### config.mk
export PLATFORM = sky130hd
export DESIGN_NAME = acc_top
export DESIGN_NICKNAME = d
export VERILOG_FILES = /design/src/hdl/acc_pkg.sv /design/src/hdl/acc_top.sv
export SDC_FILE = /design/constraint.sdc
export NUM_CORES = 1
export LEC_CHECK = 0
export ABC_AREA = 1
export BUFFER_PORTS_ARGS = -buffer_cell sky130_fd_sc_hd__buf_2
export CORE_AREA = 2 2 108 84
export DETAILED_ROUTE_END_ITERATION = 10
export DIE_AREA = 0 0 110 86
export PLACE_DENSITY = 0.78
export REMOVE_ABC_BUFFERS = 1
export SLEW_MARGIN = 15
export SYNTH_ARGS = -nofsm -noshare
export SYNTH_HDL_FRONTEND = slang
export SYNTH_SLANG_ARGS = --single-unit
### constraint.sdc
create_clock -name SYS_CLK -period 3.55 [get_ports SYS_CLK]
set_clock_uncertainty 0.2 [all_clocks]
set_input_delay 0.5325 -clock SYS_CLK [delete_from_list [all_inputs] [get_ports SYS_CLK]]
set_output_delay 0.5325 -clock SYS_CLK [all_outputs]
set_load 0.02 [all_outputs]
### src/hdl/acc_pkg.sv
// acc_pkg: constants, register map and carrier types of the converter control block
// assumes a single 20 MHz system clock and an Avalon-MM register slave
`default_nettype none
package acc_pkg;
    // register byte addresses (printed offsets are not word multiples: index * 4)
    localparam logic [7:0] IDX_CONTROL  = 8'h1f;
    localparam logic [7:0] IDX_PORTCFG  = 8'h9f;
    localparam logic [7:0] IDX_RESULT   = 8'h1e;
    localparam logic [7:0] IDX_STATUS   = 8'h20;
    localparam logic [9:0] ADDR_CONTROL = {IDX_CONTROL, 2'b00};
    localparam logic [9:0] ADDR_PORTCFG = {IDX_PORTCFG, 2'b00};
    localparam logic [9:0] ADDR_RESULT  = {IDX_RESULT, 2'b00};
    localparam logic [9:0] ADDR_STATUS  = {IDX_STATUS, 2'b00};
    // control field positions
    localparam int CLKSEL_HI = 7;
    localparam int CLKSEL_LO = 6;
    localparam int CHAN_HI   = 4;
    localparam int CHAN_LO   = 3;
    localparam int GO_BIT    = 2;
    localparam int EN_BIT    = 0;
    localparam int RSV_HI    = 5;
    localparam int RSV_LO    = 1;
    // reset values
    localparam logic [7:0] CONTROL_RST = 8'h00;
    localparam logic [2:0] PORTCFG_RST = 3'h0;
    // status register bits
    localparam int ST_DONE_FLAG = 0;
    localparam int ST_PIN_FLAG  = 1;
    localparam int ST_EDGE_FLAG = 2;
    localparam int ST_BUSY      = 3;
    // conversion clock dividers (system periods per conversion period)
    localparam logic [1:0] CLK_DIV2  = 2'h0;
    localparam logic [1:0] CLK_DIV8  = 2'h1;
    localparam logic [1:0] CLK_DIV32 = 2'h2;
    localparam logic [1:0] CLK_RC    = 2'h3;
    localparam int DIV2_HALF  = 1;   // ticks counted on half periods
    localparam int DIV8_HALF  = 4;
    localparam int DIV32_HALF = 16;
    // conversion timing in half conversion periods
    localparam int CONV_HALVES = 19;  // 9.5 periods
    localparam int HOLD_HALVES = 4;   // 2 periods disconnected
    localparam int RC_WAIT_NS  = 400; // one instruction cycle before converting
    localparam int CLK_NS      = 50;
    localparam int RC_WAIT_CYC = (RC_WAIT_NS + CLK_NS - 1) / CLK_NS;
    // sequencer states
    typedef enum logic [2:0] {
        ST_IDLE = 3'b000,
        ST_WAIT = 3'b001,
        ST_CONV = 3'b010,
        ST_HOLD = 3'b011
    } acc_state_t;
    // pin decode result
    typedef struct packed {
        logic [3:0] digital;   // gp4, gp2, gp1, gp0 order 3..0
        logic       ext_ref;
    } acc_pinmap_t;
    // avalon request
    typedef struct packed {
        logic [9:0] address;
        logic       read;
        logic       write;
        logic [7:0] writedata;
    } acc_req_t;
endpackage : acc_pkg
`default_nettype wire

### src/hdl/acc_top.sv
// acc_top: conversion control for a four-input 8-bit successive-approximation converter
// assumes comparator and pin levels arrive asynchronously; registers over Avalon-MM
//
// Contract
// - clock select bits 7-6: sysclk/2, /8, /32, or internal RC clock
// - channel select bits 4-3 choose analog channel 0 to 3
// - start bit begins conversion when enabled, reads one while busy
// - hardware clears start bit when conversion finishes
// - enable bit zero shuts converter off
// - port config codes map pins digital; codes 001,011,101 use external reference
// - pins configured analog read as zero
// - port config resets to 000, all analog, supply reference
// - writing port config may set pin-change and edge flags
// - completion loads result, clears start bit, sets done flag together
// - sample capacitor held disconnected two conversion periods after conversion
// - conversion takes 9.5 conversion periods from start
// - successive approximation decides one bit per conversion period
// - sample capacitor never discharged between conversions
// - clearing start aborts, keeps result, new acquisition after two periods
// - RC clock waits one instruction cycle, completes during sleep
// - sleep with non-RC clock aborts and powers off, enable kept
//
// The Avalon-MM register port was decided locally.
`default_nettype none
module acc_top
    import acc_pkg::*;
(
    input  wire logic        SYS_CLK,
    input  wire logic        RST,
    input  wire logic [9:0]  AVS_ADDRESS,
    input  wire logic        AVS_READ,
    input  wire logic        AVS_WRITE,
    input  wire logic [31:0] AVS_WRITEDATA,
    output logic      [31:0] AVS_READDATA,
    output logic             AVS_WAITREQUEST,
    input  wire logic        RC_TICK,
    input  wire logic        SLEEP,
    input  wire logic        CMP_IN,
    input  wire logic [3:0]  PIN_IN,
    output logic      [3:0]  PIN_VALUE,
    output logic      [1:0]  SAMPLE_CHANNEL,
    output logic             SAMPLE_CONNECT,
    output logic      [7:0]  DAC_CODE,
    output logic             EXT_REF,
    output logic             ANALOG_ON,
    output logic             WAKE
);
    import acc_pkg::*;

    acc_req_t    req;
    acc_state_t  state_r;
    logic [7:0]  control_r;
    logic [2:0]  portcfg_r;
    logic [7:0]  result_r;
    logic        done_flag_r;
    logic        pin_flag_r;
    logic        edge_flag_r;
    logic        ack_r;
    logic [4:0]  div_r;
    logic [4:0]  half_r;
    logic [3:0]  wait_r;
    logic [7:0]  sar_r;
    logic [2:0]  bit_r;
    logic [1:0]  rc_sync_r;
    logic        rc_prev_r;
    logic [1:0]  cmp_sync_r;
    logic [3:0]  pin_s1_r;
    logic [3:0]  pin_s2_r;
    logic [1:0]  slp_sync_r;
    logic        tick;
    logic        wr_ctl;
    logic        wr_cfg;
    logic        go_set;
    logic        go_clr;
    logic        finish;
    logic        abort;
    logic [4:0]  div_half;
    acc_pinmap_t pmap;

    // port configuration decode into digital mask and reference choice
    function automatic acc_pinmap_t decode_cfg(input logic [2:0] cfg);
        acc_pinmap_t m;
        m.ext_ref = (cfg == 3'h1) || (cfg == 3'h3) || (cfg == 3'h5);
        case (cfg)
            3'h2, 3'h3: m.digital = 4'h8;
            3'h4, 3'h5: m.digital = 4'hc;
            3'h6:       m.digital = 4'he;
            3'h7:       m.digital = 4'hf;
            default:    m.digital = 4'h0;
        endcase
        return m;
    endfunction

    assign req  = '{AVS_ADDRESS, AVS_READ, AVS_WRITE, AVS_WRITEDATA[7:0]};
    assign pmap = decode_cfg(portcfg_r);
    assign wr_ctl = req.write && ack_r == 1'b0 && req.address == ADDR_CONTROL;
    assign wr_cfg = req.write && ack_r == 1'b0 && req.address == ADDR_PORTCFG;
    assign go_set = wr_ctl && req.writedata[GO_BIT] && control_r[EN_BIT];
    assign go_clr = wr_ctl && !req.writedata[GO_BIT];

    // input synchronisers for pins, comparator, RC tick and sleep
    always_ff @(posedge SYS_CLK or posedge RST)
    begin
        if (RST)
        begin
            rc_sync_r  <= 2'h0;
            rc_prev_r  <= 1'b0;
            cmp_sync_r <= 2'h0;
            pin_s1_r   <= 4'h0;
            pin_s2_r   <= 4'h0;
            slp_sync_r <= 2'h0;
        end
        else
        begin
            rc_sync_r  <= {rc_sync_r[0], RC_TICK};
            rc_prev_r  <= rc_sync_r[1];
            cmp_sync_r <= {cmp_sync_r[0], CMP_IN};
            pin_s1_r   <= PIN_IN;
            pin_s2_r   <= pin_s1_r;
            slp_sync_r <= {slp_sync_r[0], SLEEP};
        end
    end

    // half-period tick from divider or either edge of the RC clock
    always_comb
    begin
        case (control_r[CLKSEL_HI:CLKSEL_LO])
            CLK_DIV2:  div_half = 5'(DIV2_HALF);
            CLK_DIV8:  div_half = 5'(DIV8_HALF);
            CLK_DIV32: div_half = 5'(DIV32_HALF);
            default:   div_half = 5'(DIV2_HALF);
        endcase
    end
    assign tick = (control_r[CLKSEL_HI:CLKSEL_LO] == CLK_RC)
                ? (rc_sync_r[1] ^ rc_prev_r) : (div_r == div_half - 5'h1);
    // sleep stops a conversion unless the RC clock drives it
    assign abort = go_clr || !control_r[EN_BIT]
                || (slp_sync_r[1] && control_r[CLKSEL_HI:CLKSEL_LO] != CLK_RC);
    assign finish = state_r == ST_CONV && tick && half_r == 5'(CONV_HALVES - 1);

    // conversion clock divider
    always_ff @(posedge SYS_CLK or posedge RST)
    begin
        if (RST)
            div_r <= 5'h0;
        else if (state_r == ST_IDLE || tick)
            div_r <= 5'h0;
        else
            div_r <= div_r + 5'h1;
    end

    // sequencer: wait, convert 9.5 periods, hold 2 periods
    always_ff @(posedge SYS_CLK or posedge RST)
    begin
        if (RST)
        begin
            state_r <= ST_IDLE;
            half_r  <= 5'h0;
            wait_r  <= 4'h0;
        end
        else
        begin
            case (state_r)
                ST_IDLE:
                    if (go_set)
                    begin
                        state_r <= (control_r[CLKSEL_HI:CLKSEL_LO] == CLK_RC) ? ST_WAIT : ST_CONV;
                        wait_r  <= 4'h0;
                        half_r  <= 5'h0;
                    end
                ST_WAIT:
                    if (abort)
                        state_r <= ST_IDLE;
                    else if (wait_r == 4'(RC_WAIT_CYC - 1))
                        state_r <= ST_CONV;
                    else
                        wait_r <= wait_r + 4'h1;
                ST_CONV:
                    if (abort)
                    begin
                        state_r <= ST_HOLD;
                        half_r  <= 5'h0;
                    end
                    else if (finish)
                    begin
                        state_r <= ST_HOLD;
                        half_r  <= 5'h0;
                    end
                    else if (tick)
                        half_r <= half_r + 5'h1;
                ST_HOLD:
                    if (!control_r[EN_BIT])
                        state_r <= ST_IDLE;
                    else if (tick && half_r == 5'(HOLD_HALVES - 1))
                        state_r <= ST_IDLE;
                    else if (tick)
                        half_r <= half_r + 5'h1;
                default:
                    state_r <= ST_IDLE;
            endcase
        end
    end

    // successive approximation, one bit per full conversion period
    always_ff @(posedge SYS_CLK or posedge RST)
    begin
        if (RST)
        begin
            sar_r <= 8'h80;
            bit_r <= 3'h7;
        end
        else if (state_r != ST_CONV)
        begin
            sar_r <= 8'h80;
            bit_r <= 3'h7;
        end
        else if (tick && half_r[0] && half_r < 5'h10)
        begin
            sar_r[bit_r] <= cmp_sync_r[1];
            if (bit_r != 3'h0)
                sar_r[bit_r - 3'h1] <= 1'b1;
            bit_r <= bit_r - 3'h1;
        end
    end

    // result register keeps its value on abort and reset
    always_ff @(posedge SYS_CLK)
    begin
        if (finish && !abort)
            result_r <= sar_r;
    end

    // control register with hardware clear of the start bit
    always_ff @(posedge SYS_CLK or posedge RST)
    begin
        if (RST)
            control_r <= CONTROL_RST;
        else
        begin
            if (wr_ctl)
            begin
                control_r <= req.writedata;
                // start taken when idle; a running conversion keeps the bit up
                control_r[GO_BIT] <= (go_set && state_r == ST_IDLE)
                                     || (control_r[GO_BIT] && req.writedata[GO_BIT]
                                         && !finish && !abort);
            end
            else if (finish || (control_r[GO_BIT] && abort))
                control_r[GO_BIT] <= 1'b0;
        end
    end

    // port configuration and flags; a set beats a clearing write
    always_ff @(posedge SYS_CLK or posedge RST)
    begin
        if (RST)
        begin
            portcfg_r   <= PORTCFG_RST;
            done_flag_r <= 1'b0;
            pin_flag_r  <= 1'b0;
            edge_flag_r <= 1'b0;
        end
        else
        begin
            if (wr_cfg)
                portcfg_r <= req.writedata[2:0];
            if (finish && !abort)
                done_flag_r <= 1'b1;
            else if (req.write && !ack_r && req.address == ADDR_STATUS
                     && req.writedata[ST_DONE_FLAG])
                done_flag_r <= 1'b0;
            if (wr_cfg && req.writedata[2:0] != portcfg_r)
            begin
                pin_flag_r  <= 1'b1;
                edge_flag_r <= 1'b1;
            end
            else if (req.write && !ack_r && req.address == ADDR_STATUS)
            begin
                if (req.writedata[ST_PIN_FLAG])
                    pin_flag_r <= 1'b0;
                if (req.writedata[ST_EDGE_FLAG])
                    edge_flag_r <= 1'b0;
            end
        end
    end

    // avalon slave: one wait cycle, then read data with the release
    always_ff @(posedge SYS_CLK or posedge RST)
    begin
        if (RST)
        begin
            ack_r           <= 1'b0;
            AVS_WAITREQUEST <= 1'b1;
            AVS_READDATA    <= 32'h0;
        end
        else
        begin
            ack_r           <= (req.read || req.write) && !ack_r;
            // waitrequest falls together with ack, straight from a flop
            AVS_WAITREQUEST <= !((req.read || req.write) && !ack_r);
            if (req.read && !ack_r)
            begin
                case (req.address)
                    ADDR_CONTROL: AVS_READDATA <= {24'h0, control_r};
                    ADDR_PORTCFG: AVS_READDATA <= {29'h0, portcfg_r};
                    ADDR_RESULT:  AVS_READDATA <= {24'h0, result_r};
                    ADDR_STATUS:  AVS_READDATA <= {28'h0, state_r == ST_CONV,
                                                   edge_flag_r, pin_flag_r, done_flag_r};
                    default:      AVS_READDATA <= 32'h0;
                endcase
            end
        end
    end

    // analog front-end controls and digital pin values
    always_ff @(posedge SYS_CLK or posedge RST)
    begin
        if (RST)
        begin
            PIN_VALUE      <= 4'h0;
            SAMPLE_CHANNEL <= 2'h0;
            SAMPLE_CONNECT <= 1'b0;
            DAC_CODE       <= 8'h80;
            EXT_REF        <= 1'b0;
            ANALOG_ON      <= 1'b0;
            WAKE           <= 1'b0;
        end
        else
        begin
            PIN_VALUE      <= pin_s2_r & pmap.digital;
            SAMPLE_CHANNEL <= control_r[CHAN_HI:CHAN_LO];
            // capacitor floats while converting or holding, never discharged
            SAMPLE_CONNECT <= ANALOG_ON && (state_r == ST_IDLE || state_r == ST_WAIT);
            DAC_CODE       <= sar_r;
            EXT_REF        <= pmap.ext_ref;
            ANALOG_ON      <= control_r[EN_BIT] && !(slp_sync_r[1]
                              && (control_r[CLKSEL_HI:CLKSEL_LO] != CLK_RC
                                  || state_r == ST_IDLE));
            WAKE           <= slp_sync_r[1] && finish && !abort;
        end
    end

    AST_DONE_TOGETHER: assert property (@(posedge SYS_CLK) disable iff (RST)
        finish && !abort |=> done_flag_r && !control_r[GO_BIT] && result_r == $past(sar_r))
        else $error("completion did not update flag, start bit and result together");
    AST_HOLD_LEN: assert property (@(posedge SYS_CLK) disable iff (RST)
        finish && !abort |=> (state_r == ST_HOLD && !SAMPLE_CONNECT) ##1 !SAMPLE_CONNECT)
        else $error("sample not held off after conversion");
    AST_ABORT_KEEP: assert property (@(posedge SYS_CLK) disable iff (RST)
        state_r == ST_CONV && go_clr |=> $stable(result_r) && state_r == ST_HOLD)
        else $error("abort changed result");
    AST_CFG_RESET: assert property (@(posedge SYS_CLK)
        $rose(!RST) |-> portcfg_r == 3'h0)
        else $error("port config not zero after reset");
    AST_ANALOG_ZERO: assert property (@(posedge SYS_CLK) disable iff (RST)
        1'b1 |=> (PIN_VALUE & ~$past(pmap.digital)) == 4'h0)
        else $error("analog pin read non-zero");
    AST_OFF: assert property (@(posedge SYS_CLK) disable iff (RST)
        !control_r[EN_BIT] |=> !ANALOG_ON)
        else $error("converter on while disabled");
    AST_BUSY_GO: assert property (@(posedge SYS_CLK) disable iff (RST)
        state_r == ST_CONV && !finish |-> control_r[GO_BIT] || abort)
        else $error("start bit low during conversion");
    AST_CHAN: assert property (@(posedge SYS_CLK) disable iff (RST)
        1'b1 |=> SAMPLE_CHANNEL == $past(control_r[CHAN_HI:CHAN_LO]))
        else $error("wrong channel routed");
endmodule // acc_top
`default_nettype wire

==> impl_metrics.json, run 1 <==
{
  "status": "finished clean",
  "die_y_um": 86,
  "syn_inst": 499,
  "synth_xor_area_share_pct": 0.798,
  "min_path_type": "in -> reg",
  "stdcell_count": 676,
  "ir_drop_uv": 336,
  "post-place-ws_ns": 0.694,
  "max_slew.worst_pin.slew_ns": 0.805,
  "reg2reg_depth": 14,
  "critPathMaxStageDelay_ns": 0.55,
  "synthMuxAreaShare_pct": 0,
  "fmax_mhz": 353,
  "synth_compound_area_share_pct": 9.97,
  "synth-edff-count": 8,
  "netSwitchingPower_uw": 746,
  "switching_share_pct": 30.7,
  "r2r-start": "control_r[6]",
  "cpMaxStageDelayCell": "nor2_1",
  "first_iter_violations": 218,
  "grt_pass1_vias": 3206,
  "worst_slack_ns": 0.714,
  "synth_ff_type": "dfrtp_1",
  "ys_warn_count": 0,
  "p_leak_nw": 2.60,
  "criticalPathCategory": "reg -> reg",
  "cts_buffers": 9,
  "core_area_um2": 8310,
  "internal_power_mw": 1.68,
  "relSlewSlack_pct": 46.1,
  "cts_tree": "done",
  "setup_viol": 0,
  "p_seq_share_pct": 49.7,
  "n_antenna_cell": 0,
  "worst_skew_pair.late_latency_ns": 0.36,
  "crit_top_cell": "nand2_1",
  "reg2reg_setup_slack_ns": 0.71,
  "holdPathStages": 1,
  "dp_hpwl_mm": 6.59,
  "ys_async_sr_fraction_pct": 91.3,
  "holdWs_ns": 0.0807,
  "path_buf_inv": 3,
  "fin_util_pct": 59.2,
  "crit_fanout": 11,
  "yosysTopAreaCellShare_pct": 44.5,
  "finalHoldViolations": 0,
  "routed_via_density": 5.08,
  "synthSimpleGateAreaFrac_pct": 21.7,
  "synth_area_leaders": "dfrtp_1 44%, nand2_1 9.7%, inv_1 6.3%, edfxtp_1 5.5%, o21ai_0 5.0%",
  "clkTransAtPathRegs_ns": 0.09,
  "r2r-end": "sar_r[7]",
  "drv_cap": 0,
  "dp.cells": 659,
  "synth_top_family_by_area": "simple AND/OR/NAND/NOR gates",
  "path_delay_family": "simple AND/OR/NAND/NOR gates",
  "rsz0062_at_grt": "false",
  "ys_seq_area_share_pct": 53.5,
  "cts_sinks": 92,
  "layout-drive-gt1-share_pct": 16.2,
  "powerDensity_nw_per_um2": 494,
  "n_fill_cell": 723,
  "grt_usage_pct": 20.2,
  "tns_ns": 0,
  "post_cts_resized": 0,
  "yosysMostFrequentCell": "nand2_1",
  "period_minus_slack_ns": 2.84,
  "initial_core_util_pct": 52.8,
  "drc_errors": 0,
  "cts-root-buf": "clkbuf_8",
  "combPwrFrac_pct": 20.0,
  "synthTopCellsByCount": "113 x nand2_1, 78 x dfrtp_1, 74 x inv_1",
  "synth_adder_area_share_pct": 2.85,
  "drt_first_pass_iters": 6,
  "drt-total-wl_mm": 8.80,
  "overflow": 0,
  "antenna_found_initial": 0,
  "io-pin-count": 104,
  "area_delta_synth_final_pct": 12.0,
  "start_kind": "register",
  "wl_per_cell_um": 13.0,
  "die-area_um2": 9460,
  "crit_path_cell_trace": "inv_1 -> ha_1 -> inv_1 -> nand2_1 -> nand2_1 -> nor2_1 -> nand2_1 -> o21bai_4 -> nand2_1 -> inv_1 -> ha_1 -> nand2_1 -> nor2_1 -> a41oi_1",
  "yosys.area.top_type": "dfrtp_1",
  "port_buffers": 55,
  "ant_nets": 0,
  "syn_area_per_cell_um2": 8.80,
  "grt_max_degree": 31,
  "finalMaxSlewViolations": 0,
  "die_x_um": 110,
  "crit_path_end_kind": "register",
  "required_ns": 3.60,
  "cts_buffer_depth": 2,
  "vias": 3432,
  "p_clk_share_pct": 30.2,
  "fp-row-count": 29,
  "final_nets": 626,
  "min-delay-start": "SLEEP",
  "gp_congestion": 0.919,
  "yosysUniqueCellTypes": 42,
  "yosys_register_bits": 92,
  "grt_pass1_wl_mm": 14.8,
  "crit_start": "control_r[6]",
  "critical_path_arrival_ns": 2.89,
  "post_synth_instance_area_um2": 4390,
  "htree_num_levels": 3,
  "finalCritPeriodShare_pct": 79.9,
  "min_to": "slp_sync_r[0]"
}
power by group through the flow:
stage,Sequential (mW),Clock (mW),Combinational [mW]
floorplan,1.22,0,0.350
global placement,1.22,0,0.464
detailed placement,1.23,0,0.483
CTS,1.21,0.748,0.486
global route,1.22,0.793,0.567
finish,1.21,0.734,0.487
how the worst max path moves through the flow:
stage / end / slack (ns) / cells after the start
2_1_floorplan: ANALOG_ON / 0.66 / 1
3_3_place_gp: sar_r[7] / 0.80 / 11
3_5_place_dp: sar_r[7] / 0.69 / 14
4_1_cts: sar_r[7] / 0.69 / 14
5_1_grt: sar_r[6] / 0.41 / 15
6_report: sar_r[7] / 0.71 / 14
per-stage QoR:
stage	cell area [um2]	power (mW)
6_report	4920	2.43
3_5_place_dp	4710	1.71
5_1_grt	4920	2.58
2_1_floorplan	4280	1.57
4_1_cts	4920	2.44
3_3_place_gp	4710	1.69
kinds of logic after synthesis:
family | Yosys count
AO/OA/AOI/OAI | 74
buffers and inverters | 105
adder cells (fa/ha/maj) | 10
flip-flops | 92
XOR/XNOR | 4
AND/OR/NAND/NOR | 213
other | 1
flip-flops by register name, indices dropped and copies added (netlist names), 5 cells and up:
register,cells
AVS_READDATA,8
DAC_CODE,8
control_r,8
result_r,8
sar_r,8
div_r,5
half_r,5
cell usage in the layout (no fill, tap or decap), drive strengths merged, types with 6 or more instances in the layout:
cell type and instances:
nand2 116, dfrtp 78, inv 74, buf 57, o21ai 45, nor2 40
nand3 36, conb 24, clkbuf 14, nand4 12, o22ai 10, ha 10
edfxtp 8, a21oi 7, dfstp 6
per-layer routing:
metal  vias to the layer above  GRT usage (%)  routed length, um
met3                        10           4.56                464
li1                       1698              -                  -
met2                        97           31.0               4160
met5                         -              0                  0
met1                      1627           28.8               4080
met4                         0           5.75                 89
cell type report:
class / instances / area, um2 / share of cell area, %
Sequential cell: 92 / 2350 / 47.8
Clock buffer: 14 / 143 / 2.90
Multi-Input combinational cell: 325 / 1640 / 33.4
Clock inverter: 2 / 60.1 / 1.22
Tap cell: 108 / 135 / 2.75
Timing Repair Buffer: 58 / 300 / 6.11
Inverter: 77 / 290 / 5.90
timing repair:
| item | 4_1_cts | 5_1_grt |
|---|---|---|
| setup endpoints to repair | 0 | 0 |
| buffers inserted | 0 | 0 |
| hold buffers | 1 | 0 |
| hold endpoints to repair | 23 | 0 |
No activity file was read; power rests on OpenSTA's default activity.
==> run 2: changes to the inputs <==
- CORE_AREA: 2 2 108 84 -> 2 2 114 88
- DIE_AREA: 0 0 110 86 -> 0 0 116 90
- PLACE_DENSITY: 0.78 -> 0.74
- clock period: 3.55 -> 2.3 ns (I/O delays scaled with it)
==> run 2 against run 1 <==
- wire length is 12% higher
- via count up 6.0%
- sequential share of layout area decreased by 4.8 points
- largest power group unchanged
==> impl_metrics.json, run 2 (synthesis results as in run 1) <==
{
  "routed_via_density": 4.98,
  "reg2reg_setup_slack_ns": 0.004,
  "post-place-ws_ns": 0.0437,
  "drt-total-wl_mm": 9.89,
  "grt_pass1_vias": 3382,
  "fp-row-count": 31,
  "period_minus_slack_ns": 2.30,
  "finalHoldViolations": 0,
  "cts_tree": "done",
  "dp_hpwl_mm": 6.92,
  "vias": 3639,
  "n_antenna_cell": 0,
  "drc_errors": 0,
  "cts_sinks": 92,
  "layout-drive-gt1-share_pct": 25.8,
  "setup_viol": 0,
  "antenna_found_initial": 0,
  "relSlewSlack_pct": 62.1,
  "stdcell_count": 730,
  "clkTransAtPathRegs_ns": 0.07,
  "overflow": 0,
  "cts-root-buf": "clkbuf_16",
  "status": "finished clean",
  "start_kind": "register",
  "die_y_um": 90,
  "cts_buffers": 9,
  "finalMaxSlewViolations": 0,
  "max_slew.worst_pin.slew_ns": 0.568,
  "criticalPathCategory": "reg -> reg",
  "crit_fanout": 6,
  "gp_congestion": 0.874,
  "min_path_type": "in -> reg",
  "io-pin-count": 104,
  "drv_cap": 0,
  "initial_core_util_pct": 46.8,
  "fmax_mhz": 436,
  "area_delta_synth_final_pct": 24.7,
  "drt_first_pass_iters": 5,
  "ir_drop_uv": 381,
  "stdcell_area_um2": 5470,
  "cts_buffer_depth": 2,
  "worst_slack_ns": 0.00442,
  "crit_path_end_kind": "register",
  "p_leak_nw": 2.79,
  "cpMaxStageDelayCell": "dfrtp_2",
  "crit_top_cell": "nand2_2",
  "ant_nets": 0,
  "dp.cells": 702,
  "die_x_um": 116,
  "powerDensity_nw_per_um2": 790,
  "fin_util_pct": 58.3,
  "critPathMaxStageDelay_ns": 0.46,
  "critical_path_arrival_ns": 2.35,
  "port_buffers": 55,
  "rsz0062_at_grt": "true",
  "die-area_um2": 10400,
  "wl_per_cell_um": 13.5,
  "grt_pass1_wl_mm": 15.8,
  "first_iter_violations": 253,
  "worst_skew_pair.late_latency_ns": 0.34,
  "crit_path_cell_trace": "ha_4 -> nand2_2 -> o21ai_2 -> nand2_2 -> o21bai_4 -> nand2_2 -> inv_2 -> ha_4 -> nand2_4 -> nor2_4 -> buf_6 -> nand2_1 -> o21ai_0",
  "htree_num_levels": 3,
  "grt_max_degree": 34,
  "grt_usage_pct": 19.2,
  "final_common_cell": "nand2_1",
  "mostFrequentLayoutCells": "100 x nand2_1, 77 x dfrtp_1, 68 x inv_1, 55 x buf_2, 40 x o21ai_0",
  "final_nets": 656,
  "core_area_um2": 9390,
  "place_area_um2": 4890,
  "finalCritPeriodShare_pct": 99.8,
  "required_ns": 2.36
}
[run 2: cell count changes in the layout (fill, tap and decap cells not counted), sizes merged]
cell	delta
clkbuf	-5
bufinv	-1
clkinv	+2
clkinvlp	+4
buf	+23
dlygate4sd3	+7
[run 2: layout make-up]
type | instances | area (um2)
flip-flops and latches | 92 | 2350
well taps | 132 | 165
clock buffers | 9 | 225
inverters | 77 | 290
fillers | 821 | 3910
clock inverters | 7 | 77.6
multi-input cells | 325 | 1790
repair buffers | 88 | 574
[run 2: through the flow]
step / power [mW] / TNS [ns] / hold WS [ns]
global route: 4.54 / -0.640 / 0.0227
floorplan: 2.42 / -31.33 / 0.131
finish: 4.32 / 0 / 0.0107
detailed placement: 2.70 / 0 / 0.138
CTS: 4.21 / -0.00139 / 0.00508
global placement: 2.67 / 0 / 0.133
[run 2: repair_timing]
action                                  CTS  global route
endpoints found under the hold margin    33             0
cloned                                    1             0
resized for setup                        10            44
hold buffers                              8             0
endpoints found under the setup margin   20            26
buffers inserted                          0             3
pin swaps                                 2            13
[run 2: path summary, 6_finish.rpt]
| path | cells after the start | end | start |
|---|---|---|---|
| max in group asynchronous | 4 | control_r[1] | RST |
| hold / removal | 3 | control_r[3] | AVS_WRITEDATA[3] |
| hold reg to reg | 0 | slp_sync_r[1] | slp_sync_r[0] |
| setup reg to reg | 13 | sar_r[0] | control_r[7] |
| setup / recovery | 13 | sar_r[0] | control_r[7] |
| min in group asynchronous | 3 | half_r[0] | RST |
[run 2: layer usage]
layer	vias to the layer above	track usage, %	wire [um]
li1	1750	-	-
met1	1735	26.4	4470
met2	140	30.3	4670
met4	0	6.15	155
met3	14	4.25	590
met5	-	0	0
[run 2: where the power goes]
part | switching, mW | total (mW) | internal [mW]
clock | 0.648 | 1.49 | 0.845
sequential | 0.121 | 1.88 | 1.76
combinational | 0.611 | 0.955 | 0.344
[run 2: critical path, delay by kind of cell, from the launching register on]
kind / cells / cell delay [ns]
flip-flops: 1 / 0.46
AO/OA/AOI/OAI: 3 / 0.42
buffers and inverters: 2 / 0.24
adder cells (fa/ha/maj): 2 / 0.44
AND/OR/NAND/NOR: 6 / 0.45
